## src/ddrc_pkg.sv

```systemverilog
/*
  Constants and types shared by the double-data-rate pin cell and its
  dual-edge flip-flop. Assumes one system clock; both phase clocks are
  modelled as alternating one-cycle enables derived from it.
*/
package ddrc_pkg;

  // system clock and phase clock timing
  localparam int SYS_CLK_PERIOD_NS = 50;
  localparam int PHASE_HIGH_NS = 50;
  localparam int PHASE_HIGH_CYCLES = (PHASE_HIGH_NS + SYS_CLK_PERIOD_NS - 1) / SYS_CLK_PERIOD_NS;

  // which phase clock is high during the current system cycle
  typedef enum logic [0:0] {
    DDRC_PH_A = 1'b0,
    DDRC_PH_B = 1'b1
  } ddrc_phase_t;

  localparam ddrc_phase_t PHASE_RESET = DDRC_PH_B;

  // power-up value of every storage element except phase_reg and live_reg
  localparam logic REG_RESET = 1'b0;
  localparam logic SET_LEVEL = 1'b1;

  // polarity-swap mask, one bit for each of the ten pin-path cell inputs
  localparam int INV_W = 10;
  localparam int INV_DATA_A = 0;
  localparam int INV_DATA_B = 1;
  localparam int INV_TRI_A = 2;
  localparam int INV_TRI_B = 3;
  localparam int INV_SET = 4;
  localparam int INV_RESET = 5;
  localparam int INV_OUT_CE = 6;
  localparam int INV_TRI_CE = 7;
  localparam int INV_IN_CE = 8;
  localparam int INV_PIN_IN = 9;

endpackage : ddrc_pkg

```

## src/ddrc_dual_edge_flop.sv

```systemverilog
/*
  Dual-edge flip-flop: loads one data input on the phase A edge and the
  other on the phase B edge. Synchronous set/reset or asynchronous-style
  preset/clear, chosen by a parameter. Assumes edge_a and edge_b are
  mutually exclusive one-cycle enables from the parent's phase divider.
*/
`timescale 1ns/1ns
`default_nettype none

module ddrc_dual_edge_flop #(
  parameter bit ASYNC_VARIANT = 1'b0
) (
  input wire logic sys_clk, // system clock
  input wire logic rst_b, // synchronous reset, active low
  input wire logic edge_a, // phase a rising edge enable
  input wire logic edge_b, // phase b rising edge enable
  input wire logic first_data_in, // loaded on phase a edge
  input wire logic second_data_in, // loaded on phase b edge
  input wire logic clk_en, // clock enable
  input wire logic set_in, // set or preset
  input wire logic reset_in, // reset or clear
  output logic q // flop output
);

  always_ff @(posedge sys_clk) begin
    if (!rst_b) begin
      q <= ddrc_pkg::REG_RESET;
    end else if (ASYNC_VARIANT) begin
      // preset/clear act on any system cycle, not only on a phase edge
      if (reset_in) begin
        q <= ddrc_pkg::REG_RESET;
      end else if (set_in) begin
        q <= ddrc_pkg::SET_LEVEL;
      end else if (clk_en && edge_a) begin
        q <= first_data_in;
      end else if (clk_en && edge_b) begin
        q <= second_data_in;
      end
    end else if (edge_a || edge_b) begin
      if (reset_in) begin
        q <= ddrc_pkg::REG_RESET;
      end else if (set_in) begin
        q <= ddrc_pkg::SET_LEVEL;
      end else if (clk_en) begin
        q <= edge_a ? first_data_in : second_data_in;
      end
    end
  end

  // the edge that releases reset still clears q; checks start one edge later
  logic live_reg;

  always_ff @(posedge sys_clk) begin
    live_reg <= rst_b;
  end

  generate
    if (ASYNC_VARIANT) begin : g_async

    end else begin : g_sync

    end
  endgenerate
endmodule : ddrc_dual_edge_flop

`default_nettype wire

```

## src/ddrc_io_cell.sv

```systemverilog
/*
  Double-data-rate pin cell: input capture pair, output data pair with
  tri-state pair and pin multiplexer, plus one synchronous and one
  asynchronous-style dual-edge flip-flop for general use. Assumes a single
  system clock; the two opposite phase clocks are each one system cycle
  high, alternately, and all inputs are synchronous to sys_clk.
*/
`timescale 1ns/1ns
`default_nettype none

// How it works
// - pin input feeds two capture registers, one per opposite phase clock
// - with input enable high, bits alternate into first and second capture
// - every data, tri-state and capture register shares one set line and one reset line
// - pin multiplexer alternates between first and second output data registers
// - both output data registers share one enable; load data only while high
// - multiplexer select comes from the phase clock alone
// - pin shows data mux or high impedance, enable from tri-state mux
// - separate enables for data registers and tri-state registers
// - phase a drives one data and one tri-state register, phase b the others
// - both tri-state high gives high impedance; both low gives data
// - tri a high, b low: hi-z in phase a, data b in phase b
// - tri b high, a low: hi-z in phase b, data a in phase a
// - tri-state and data registers share the same output phase clocks
// - the ten pin-path inputs invertible without delay; phase b is inverted phase a
// - sync flop loads first data on phase a, second on phase b
// - enable low: no load; async flop ignores clock edges
// - sync flop reset overrides everything, drives low on any edge
// - sync flop set, reset low, drives high on any edge
// - both flops and all registers except phase_reg clear low at power-up
// - async flop loads data only with preset, clear low, enable high
// - async flop preset forces high, clear forces low, no edge needed
module ddrc_io_cell (
  input wire logic sys_clk, // system clock, 20 MHz
  input wire logic rst_b, // synchronous reset, active low
  input wire logic [ddrc_pkg::INV_W-1:0] invert_mask, // per-input polarity swap
  input wire logic cell_set, // common set line
  input wire logic cell_reset, // common reset line
  input wire logic in_ce, // input capture enable
  input wire logic out_ce, // output data enable
  input wire logic tri_ce, // tri-state control enable
  input wire logic first_data_in, // data for phase a slot
  input wire logic second_data_in, // data for phase b slot
  input wire logic tri_in_a, // tri-state request, phase a slot
  input wire logic tri_in_b, // tri-state request, phase b slot
  input wire logic pin_i, // pad level seen by the cell
  output logic pin_o, // pad drive value
  output logic pin_oe, // pad driven when high
  output logic rise_capture_out, // bit taken on phase a edge
  output logic fall_capture_out, // bit taken on phase b edge
  output logic phase_a_clock, // high while phase a is high
  input wire logic sflop_d0, // sync flop first data
  input wire logic sflop_d1, // sync flop second data
  input wire logic sflop_ce, // sync flop enable
  input wire logic sflop_set, // sync flop set
  input wire logic sflop_reset, // sync flop reset
  output logic sflop_q, // sync flop output
  input wire logic aflop_d0, // async flop first data
  input wire logic aflop_d1, // async flop second data
  input wire logic aflop_ce, // async flop enable
  input wire logic aflop_preset, // async flop preset
  input wire logic async_reset, // async flop clear
  output logic aflop_q // async flop output
);

  // swap polarity of one input; pure gating, no added register stage
  function automatic logic pol(input logic v, input logic [ddrc_pkg::INV_W-1:0] m,
                               input int pos);
    pol = v ^ m[pos];
  endfunction : pol

  // one register of a phase pair: reset beats set beats load
  function automatic logic pair_next(input logic cur, input logic d, input logic edge_hit,
                                     input logic ce, input logic set_l, input logic rst_l);
    if (!edge_hit) begin
      pair_next = cur;
    end else if (rst_l) begin
      pair_next = ddrc_pkg::REG_RESET;
    end else if (set_l) begin
      pair_next = ddrc_pkg::SET_LEVEL;
    end else if (ce) begin
      pair_next = d;
    end else begin
      pair_next = cur;
    end
  endfunction : pair_next

  ddrc_pkg::ddrc_phase_t phase_reg;
  logic edge_a;
  logic edge_b;
  logic data_a_eff;
  logic data_b_eff;
  logic tri_a_eff;
  logic tri_b_eff;
  logic set_eff;
  logic reset_eff;
  logic out_ce_eff;
  logic tri_ce_eff;
  logic in_ce_eff;
  logic pin_in_eff;
  logic data_reg_a;
  logic data_reg_b;
  logic tristate_reg_a;
  logic tristate_reg_b;
  logic data_a_next;
  logic data_b_next;
  logic tri_a_next;
  logic tri_b_next;

  assign data_a_eff = pol(first_data_in, invert_mask, ddrc_pkg::INV_DATA_A);
  assign data_b_eff = pol(second_data_in, invert_mask, ddrc_pkg::INV_DATA_B);
  assign tri_a_eff = pol(tri_in_a, invert_mask, ddrc_pkg::INV_TRI_A);
  assign tri_b_eff = pol(tri_in_b, invert_mask, ddrc_pkg::INV_TRI_B);
  assign set_eff = pol(cell_set, invert_mask, ddrc_pkg::INV_SET);
  assign reset_eff = pol(cell_reset, invert_mask, ddrc_pkg::INV_RESET);
  assign out_ce_eff = pol(out_ce, invert_mask, ddrc_pkg::INV_OUT_CE);
  assign tri_ce_eff = pol(tri_ce, invert_mask, ddrc_pkg::INV_TRI_CE);
  assign in_ce_eff = pol(in_ce, invert_mask, ddrc_pkg::INV_IN_CE);
  assign pin_in_eff = pol(pin_i, invert_mask, ddrc_pkg::INV_PIN_IN);

  // phase divider: each phase clock is high for one system cycle;
  // phase b is the inverse of phase a, so the two are 180 degrees apart
  always_ff @(posedge sys_clk) begin
    if (!rst_b) begin
      phase_reg <= ddrc_pkg::PHASE_RESET;
    end else begin
      case (phase_reg)
        ddrc_pkg::DDRC_PH_A: phase_reg <= ddrc_pkg::DDRC_PH_B;
        ddrc_pkg::DDRC_PH_B: phase_reg <= ddrc_pkg::DDRC_PH_A;
        default: phase_reg <= ddrc_pkg::PHASE_RESET;
      endcase
    end
  end

  // rising edge of a phase is the edge that ends the other phase
  assign edge_a = (phase_reg == ddrc_pkg::DDRC_PH_B);
  assign edge_b = (phase_reg == ddrc_pkg::DDRC_PH_A);

  always_ff @(posedge sys_clk) begin
    if (!rst_b) begin
      phase_a_clock <= ddrc_pkg::REG_RESET;
    end else begin
      phase_a_clock <= edge_a;
    end
  end

  // input path: same pin level offered to both registers, each on its own edge
  always_ff @(posedge sys_clk) begin
    if (!rst_b) begin
      rise_capture_out <= ddrc_pkg::REG_RESET;
      fall_capture_out <= ddrc_pkg::REG_RESET;
    end else begin
      rise_capture_out <= pair_next(rise_capture_out, pin_in_eff, edge_a, in_ce_eff,
                                    set_eff, reset_eff);
      fall_capture_out <= pair_next(fall_capture_out, pin_in_eff, edge_b, in_ce_eff,
                                    set_eff, reset_eff);
    end
  end

  // output pairs: data and tri-state registers on the same phase form a pair
  always_comb begin
    data_a_next = pair_next(data_reg_a, data_a_eff, edge_a, out_ce_eff, set_eff,
                            reset_eff);
    data_b_next = pair_next(data_reg_b, data_b_eff, edge_b, out_ce_eff, set_eff,
                            reset_eff);
    tri_a_next = pair_next(tristate_reg_a, tri_a_eff, edge_a, tri_ce_eff, set_eff,
                           reset_eff);
    tri_b_next = pair_next(tristate_reg_b, tri_b_eff, edge_b, tri_ce_eff, set_eff,
                           reset_eff);
  end

  always_ff @(posedge sys_clk) begin
    if (!rst_b) begin
      data_reg_a <= ddrc_pkg::REG_RESET;
      data_reg_b <= ddrc_pkg::REG_RESET;
      tristate_reg_a <= ddrc_pkg::REG_RESET;
      tristate_reg_b <= ddrc_pkg::REG_RESET;
    end else begin
      data_reg_a <= data_a_next;
      data_reg_b <= data_b_next;
      tristate_reg_a <= tri_a_next;
      tristate_reg_b <= tri_b_next;
    end
  end

  // pin mux registered from the next values so the pad shows a register in
  // the same cycle it loads; select is the phase only, no user select
  always_ff @(posedge sys_clk) begin
    if (!rst_b) begin
      pin_o <= ddrc_pkg::REG_RESET;
      pin_oe <= ddrc_pkg::REG_RESET;
    end else if (edge_a) begin
      pin_o <= data_a_next;
      pin_oe <= !tri_a_next;
    end else begin
      pin_o <= data_b_next;
      pin_oe <= !tri_b_next;
    end
  end

  ddrc_dual_edge_flop #(
    .ASYNC_VARIANT(1'b0)
  ) u_sync_flop (
    .sys_clk(sys_clk),
    .rst_b(rst_b),
    .edge_a(edge_a),
    .edge_b(edge_b),
    .first_data_in(sflop_d0),
    .second_data_in(sflop_d1),
    .clk_en(sflop_ce),
    .set_in(sflop_set),
    .reset_in(sflop_reset),
    .q(sflop_q)
  );

  ddrc_dual_edge_flop #(
    .ASYNC_VARIANT(1'b1)
  ) u_async_flop (
    .sys_clk(sys_clk),
    .rst_b(rst_b),
    .edge_a(edge_a),
    .edge_b(edge_b),
    .first_data_in(aflop_d0),
    .second_data_in(aflop_d1),
    .clk_en(aflop_ce),
    .set_in(aflop_preset),
    .reset_in(async_reset),
    .q(aflop_q)
  );

  // checks start one edge after reset lets go: the releasing edge still
  // runs the reset branch, so inputs sampled there never load
  logic live_reg;

  always_ff @(posedge sys_clk) begin
    live_reg <= rst_b;
  end
endmodule : ddrc_io_cell

`default_nettype wire

```

## config.mk

```make
export PLATFORM = sky130hd
export DESIGN_NAME = ddrc_io_cell
export DESIGN_NICKNAME = d
export VERILOG_FILES = /design/src/ddrc_pkg.sv /design/src/ddrc_dual_edge_flop.sv /design/src/ddrc_io_cell.sv
export SDC_FILE = /design/constraint.sdc
export NUM_CORES = 1
export LEC_CHECK = 0
export ABC_AREA = 1
export BUFFER_PORTS_ARGS = -buffer_cell sky130_fd_sc_hd__buf_4
export CAP_MARGIN = 20
export CORE_MARGIN = 2
export CORE_UTILIZATION = 37
export CTS_CLUSTER_SIZE = 14
export DETAILED_ROUTE_END_ITERATION = 10
export PLACE_DENSITY_LB_ADDON = 0.2
export SETUP_SLACK_MARGIN = 0.02
export SLEW_MARGIN = 20
export SYNTH_ARGS = -nofsm -noshare
export SYNTH_HDL_FRONTEND = slang
export SYNTH_SLANG_ARGS = --single-unit
```

## constraint.sdc

```tcl
create_clock -name sys_clk -period 0.8 [get_ports sys_clk]
set_input_delay 0.04 -clock sys_clk [delete_from_list [all_inputs] [get_ports sys_clk]]
set_output_delay 0.04 -clock sys_clk [all_outputs]
set_load 0.01 [all_outputs]
```

==> flow_metrics.env, run 1 <==
export IMPL_rows=15
export IMPL_ant_nets=0
export IMPL_final_cell_area_mm2=0.00115
export IMPL_critPathMaxStageDelay_ps=400
export IMPL_drive_gt1_frac=0.517
export IMPL_path_common_cell="buf_6"
export IMPL_avgViaCountPerCell=4.66
export IMPL_cts_root_buf="clkbuf_4"
export IMPL_yosysSeqAreaShare=0.371
export IMPL_endpoint_kind="flop"
export IMPL_status="finished with violations"
export IMPL_num_vias=765
export IMPL_final_cell_mix="buf_4, nand2_1, inv_1"
export IMPL_area_growth_pct=77.2
export IMPL_setup_tns_ps=-546
export IMPL_min_period_over_period=1.15
export IMPL_grt_ovfl_total=0
export IMPL_syn_num_nets=129
export IMPL_cts_sinks=12
export IMPL_max_slew_worst_pin_slew_ps=236
export IMPL_vdd_drop_max_uv=948
export IMPL_power_density_mw_per_mm2=1480
export IMPL_synthCells=97
export IMPL_finalNetCount=180
export IMPL_grt_pass1_wl_um=2400
export IMPL_crit_path_cell_trace="clkinv_4 > buf_6 > buf_6 > nand2_2 > a21oi_2"
export IMPL_fmax_mhz=1080
export IMPL_rsz0062_at_grt="yes"
export IMPL_syn_area_um2=648
export IMPL_grt_use_total=0.162
export IMPL_dieArea_mm2=0.00210
export IMPL_cp_required_ps=980
export IMPL_leakagePower_nw=0.606
export IMPL_path_class="reg2reg"
export IMPL_core_area_mm2=0.00169
export IMPL_top_layer_used="met4"
export IMPL_cts_tree="done"
export IMPL_hold_slack_ps=31.9
export IMPL_fin_ws_ps=-122
export IMPL_violations="setup timing"
export IMPL_clock_skew_final_ps=2.00
export IMPL_crit_arrival_ps=1100
export IMPL_hold_viol=0
export IMPL_die_w_um=45.9
export IMPL_wire_per_inst_um=9.92
export IMPL_worstPathMaxFanout=6
export IMPL_min_period_ps=922
export IMPL_clk_latency_ps=280
export IMPL_drc=0
export IMPL_drv_slew=0
export IMPL_met1_length_um=646
export IMPL_placed_cell_area_um2=992
export IMPL_drtIter0Drc=5
export IMPL_diodes=0
export IMPL_synth_seq_cells=12
export IMPL_synth_cell_types=18
export IMPL_grt_pass1_vias=629
export IMPL_grt_max_degree=9
export IMPL_hold_path_class="in2reg"
export IMPL_finalSetupViolations=8
export IMPL_gp_congestion=0.702
export IMPL_place_hpwl_um=1230
export IMPL_startpoint_type="flop"
export IMPL_drv_cap=0
export IMPL_antenna_found_initial=0
export IMPL_layout_commonest_cell="buf_4"
export IMPL_instances_no_fill=164
export IMPL_path_clk_slew_ps=70
export IMPL_fin_util=0.680
export IMPL_place_inst=156
export IMPL_wl_um=1630
export IMPL_initial_core_util=0.384
export IMPL_cts_max_level=1
export IMPL_num_io_pins=39
export IMPL_clk_path_buf_depth=2
export IMPL_fp_dieH_um=45.9
export IMPL_max_slew_margin=0.842
export IMPL_crit_path_top_delay_cell="dfxtp_4"
export IMPL_io_buffers=38
export IMPL_met2_length_um=829
export IMPL_cts_buffers=3
export IMPL_syn_area_per_cell_um2=6.68
export IMPL_dr_pass1_iters=4
export IMPL_route_met3_wl_um=136
export IMPL_ys_warn_count=0
-- path summary, 6_finish.rpt --
kind                            startpoint          endpoint  slack [ps]  cells after the start
worst max register to register      edge_a            pin_oe        -120                      5
worst min-delay path                 rst_b  fall_capture_out          30                      3
worst max-delay path                edge_a            pin_oe        -120                      5
worst min register to register  data_reg_b        data_reg_b         460                      2
-- critical path: cells and delay by family, from the launching register on --
kind                   cells  cell delay, ps
flip-flops                 1             400
buffers and inverters      3             320
AND/OR/NAND/NOR            1              50
AO/OA/AOI/OAI              1              40
-- cell families after synthesis --
logic type / after synthesis / synth area share
AND/OR/NAND/NOR: 53 / 0.332
flip-flops: 12 / 0.371
buffers and inverters: 15 / 0.0888
XOR/XNOR: 6 / 0.104
AO/OA/AOI/OAI: 11 / 0.104
-- through the flow --
step	total power [mW]	worst slack, ps
4_1_cts	1.68	-86.0
3_3_place_gp	1.13	-142
2_1_floorplan	0.904	-74.4
5_1_grt	1.80	-160
6_report	1.70	-122
3_5_place_dp	1.14	-213
-- cells in the mapped netlist (all sizes together) --
cell,number,area (µm²)
nand2,33,124
inv,14,52.6
dfxtp,12,240
nand3,9,45.0
nor2,9,33.8
a21oi,4,23.8
xnor2,4,50.1
o21ai,3,15.0
a211oi,2,15.0
xor2,2,17.5
a31oi,1,6.26
clkbuf,1,5.00
nand4,1,6.26
o21a,1,7.51
or2,1,6.26
-- final cells by class --
cell class / instances / area, µm²
Clock buffer: 4 / 36.3
Sequential cell: 12 / 250
Multi-Input combinational cell: 70 / 403
Tap cell: 17 / 21.3
Inverter: 14 / 57.6
Fill cell: 140 / 541
Timing Repair Buffer: 47 / 380
-- report_power, final --
group	internal, mW	total (mW)	switching (mW)
Clock	0.277	0.488	0.211
Sequential	0.652	0.686	0.0346
Combinational	0.297	0.527	0.230
-- repair_timing --
item / 4_1_cts / 5_1_grt
setup buffers: 1 / 1
hold endpoints to repair: 2 / 0
gates resized for setup: 15 / 18
pin swaps: 9 / 7
hold buffers: 2 / 0
setup endpoints to repair: 14 / 14
-- per-layer routing --
layer	up-vias	global-route usage
met5	-	0
met4	0	0.0686
met3	2	0.0595
met2	30	0.275
met1	326	0.180
li1	407	-
Note: power is estimated with default switching activity, not from simulation.
==> run 2: changes to the inputs <==
- CORE_UTILIZATION: 37 -> 40
- SKIP_LAST_GASP: default -> 1
- clock period: 0.8 -> 0.9 ns (I/O delays scaled with it)
==> run 2 against run 1 <==
Compared with the run above: the run now ends clean; non-clock buffer count down 3; die area is 6.9% lower; sequential share of layout area grew 0.88 points; largest cell class unchanged.
==> flow_metrics.env, run 2 (synthesis results as in run 1) <==
export IMPL_dr_pass1_iters=4
export IMPL_path_class="reg2reg"
export IMPL_grt_use_total=0.207
export IMPL_grt_pass1_wl_um=2890
export IMPL_instances_no_fill=160
export IMPL_cts_sinks=12
export IMPL_core_area_mm2=0.00151
export IMPL_max_slew_margin=0.841
export IMPL_antenna_found_initial=0
export IMPL_dieArea_mm2=0.00196
export IMPL_cp_required_ps=1090
export IMPL_pre_cts_slack_ps=-133
export IMPL_endpoint_kind="flop"
export IMPL_drv_slew=0
export IMPL_gp_congestion=0.697
export IMPL_ff2ff_path_depth=4
export IMPL_rrSetupSlack_ps=40
export IMPL_status="finished clean"
export IMPL_fp_dieH_um=44.3
export IMPL_finalSetupViolations=0
export IMPL_layout_commonest_cell="buf_4"
export IMPL_area_growth_pct=67.8
export IMPL_wire_per_inst_um=10.9
export IMPL_clk_path_buf_depth=2
export IMPL_vdd_drop_max_uv=929
export IMPL_cts_max_level=1
export IMPL_rsz0062_at_grt="yes"
export IMPL_final_cell_mix="buf_4, nand2_1, inv_1"
export IMPL_fin_ws_ps=35.9
export IMPL_fmax_mhz=1160
export IMPL_power_density_mw_per_mm2=1360
export IMPL_place_inst=153
export IMPL_avgViaCountPerCell=4.93
export IMPL_path_clk_slew_ps=80
export IMPL_grt_max_degree=9
export IMPL_startpoint_type="flop"
export IMPL_num_io_pins=39
export IMPL_ant_nets=0
export IMPL_clk_latency_ps=280
export IMPL_fillers=120
export IMPL_drv_cap=0
export IMPL_drtIter0Drc=10
export IMPL_wl_um=1740
export IMPL_final_cell_area_mm2=0.00109
export IMPL_initial_core_util=0.430
export IMPL_hold_viol=0
export IMPL_place_hpwl_um=1240
export IMPL_hold_path_class="in2reg"
export IMPL_grt_ovfl_total=0
export IMPL_drive_gt1_frac=0.424
export IMPL_rows=14
export IMPL_drc=0
export IMPL_io_buffers=38
export IMPL_clock_skew_final_ps=6.62
export IMPL_cts_tree="done"
export IMPL_worstPathMaxFanout=2
export IMPL_finalNetCount=177
export IMPL_max_slew_worst_pin_slew_ps=236
export IMPL_cts_buffers=3
export IMPL_num_vias=788
export IMPL_diodes=0
export IMPL_placed_cell_area_um2=976
export IMPL_cts_root_buf="clkbuf_4"
export IMPL_min_period_over_period=0.960
export IMPL_leakagePower_nw=0.583
export IMPL_grt_pass1_vias=702
export IMPL_die_w_um=44.3
export IMPL_min_period_ps=864
export IMPL_crit_arrival_ps=1060
[run 2: per-stage QoR]
step,total power [mW],hold WS (ps),setup TNS (ps),utilization
floorplan,0.804,118,0,-
global placement,0.996,204,-99.6,0.648
detailed placement,1.01,210,-406,0.648
CTS,1.46,8.68,0,0.701
global route,1.58,14.1,-52.8,0.722
finish,1.48,16.0,0,0.722
[run 2: area by class of cell]
class / count / area, µm² / share of cell area
multi-input combinational: 70 / 379 / 0.349
timing repair buffer: 44 / 348 / 0.320
tap: 16 / 20.0 / 0.0184
sequential: 12 / 246 / 0.227
inverter: 14 / 57.6 / 0.0529
clock buffer: 4 / 36.3 / 0.0334
[run 2: per-layer routing]
metal	GRT usage	wire length, µm
met1	0.224	659
met3	0.0531	167
met2	0.362	877
met5	0	0
met4	0.121	33
[run 2: where the power goes]
group	leakage, nW	switching (mW)	total [mW]	internal, mW
clock	0.0210	0.188	0.434	0.246
sequential	0.100	0.0286	0.606	0.577
combinational	0.462	0.197	0.439	0.242
total	0.583	0.414	1.48	1.06
[run 2: worst min-delay path by stage]
stage | start | endpoint | slack (ps) | depth (start not counted)
after CTS | rst_b | edge_a | 9 | 2
after global placement | sflop_reset | u_sync_flop.q | 200 | 2
after global routing | rst_b | edge_a | 10 | 2
final | rst_b | edge_a | 20 | 2
after detailed placement | sflop_reset | u_sync_flop.q | 210 | 2
after floorplan | sflop_reset | u_sync_flop.q | 120 | 1
[run 2: what timing repair did]
action,CTS,global route
pin swaps,3,3
buffers inserted,1,0
hold buffers,2,0
hold endpoints to repair,2,0
setup endpoints to repair,10,8
resized for setup,4,10
[run 2: worst max-delay path, cell delays in order, from the launching register on]
cell	delay, ps
dfxtp_2	350
nand3_1	90
nand3_1	90
nand2_1	70
a21oi_1	180
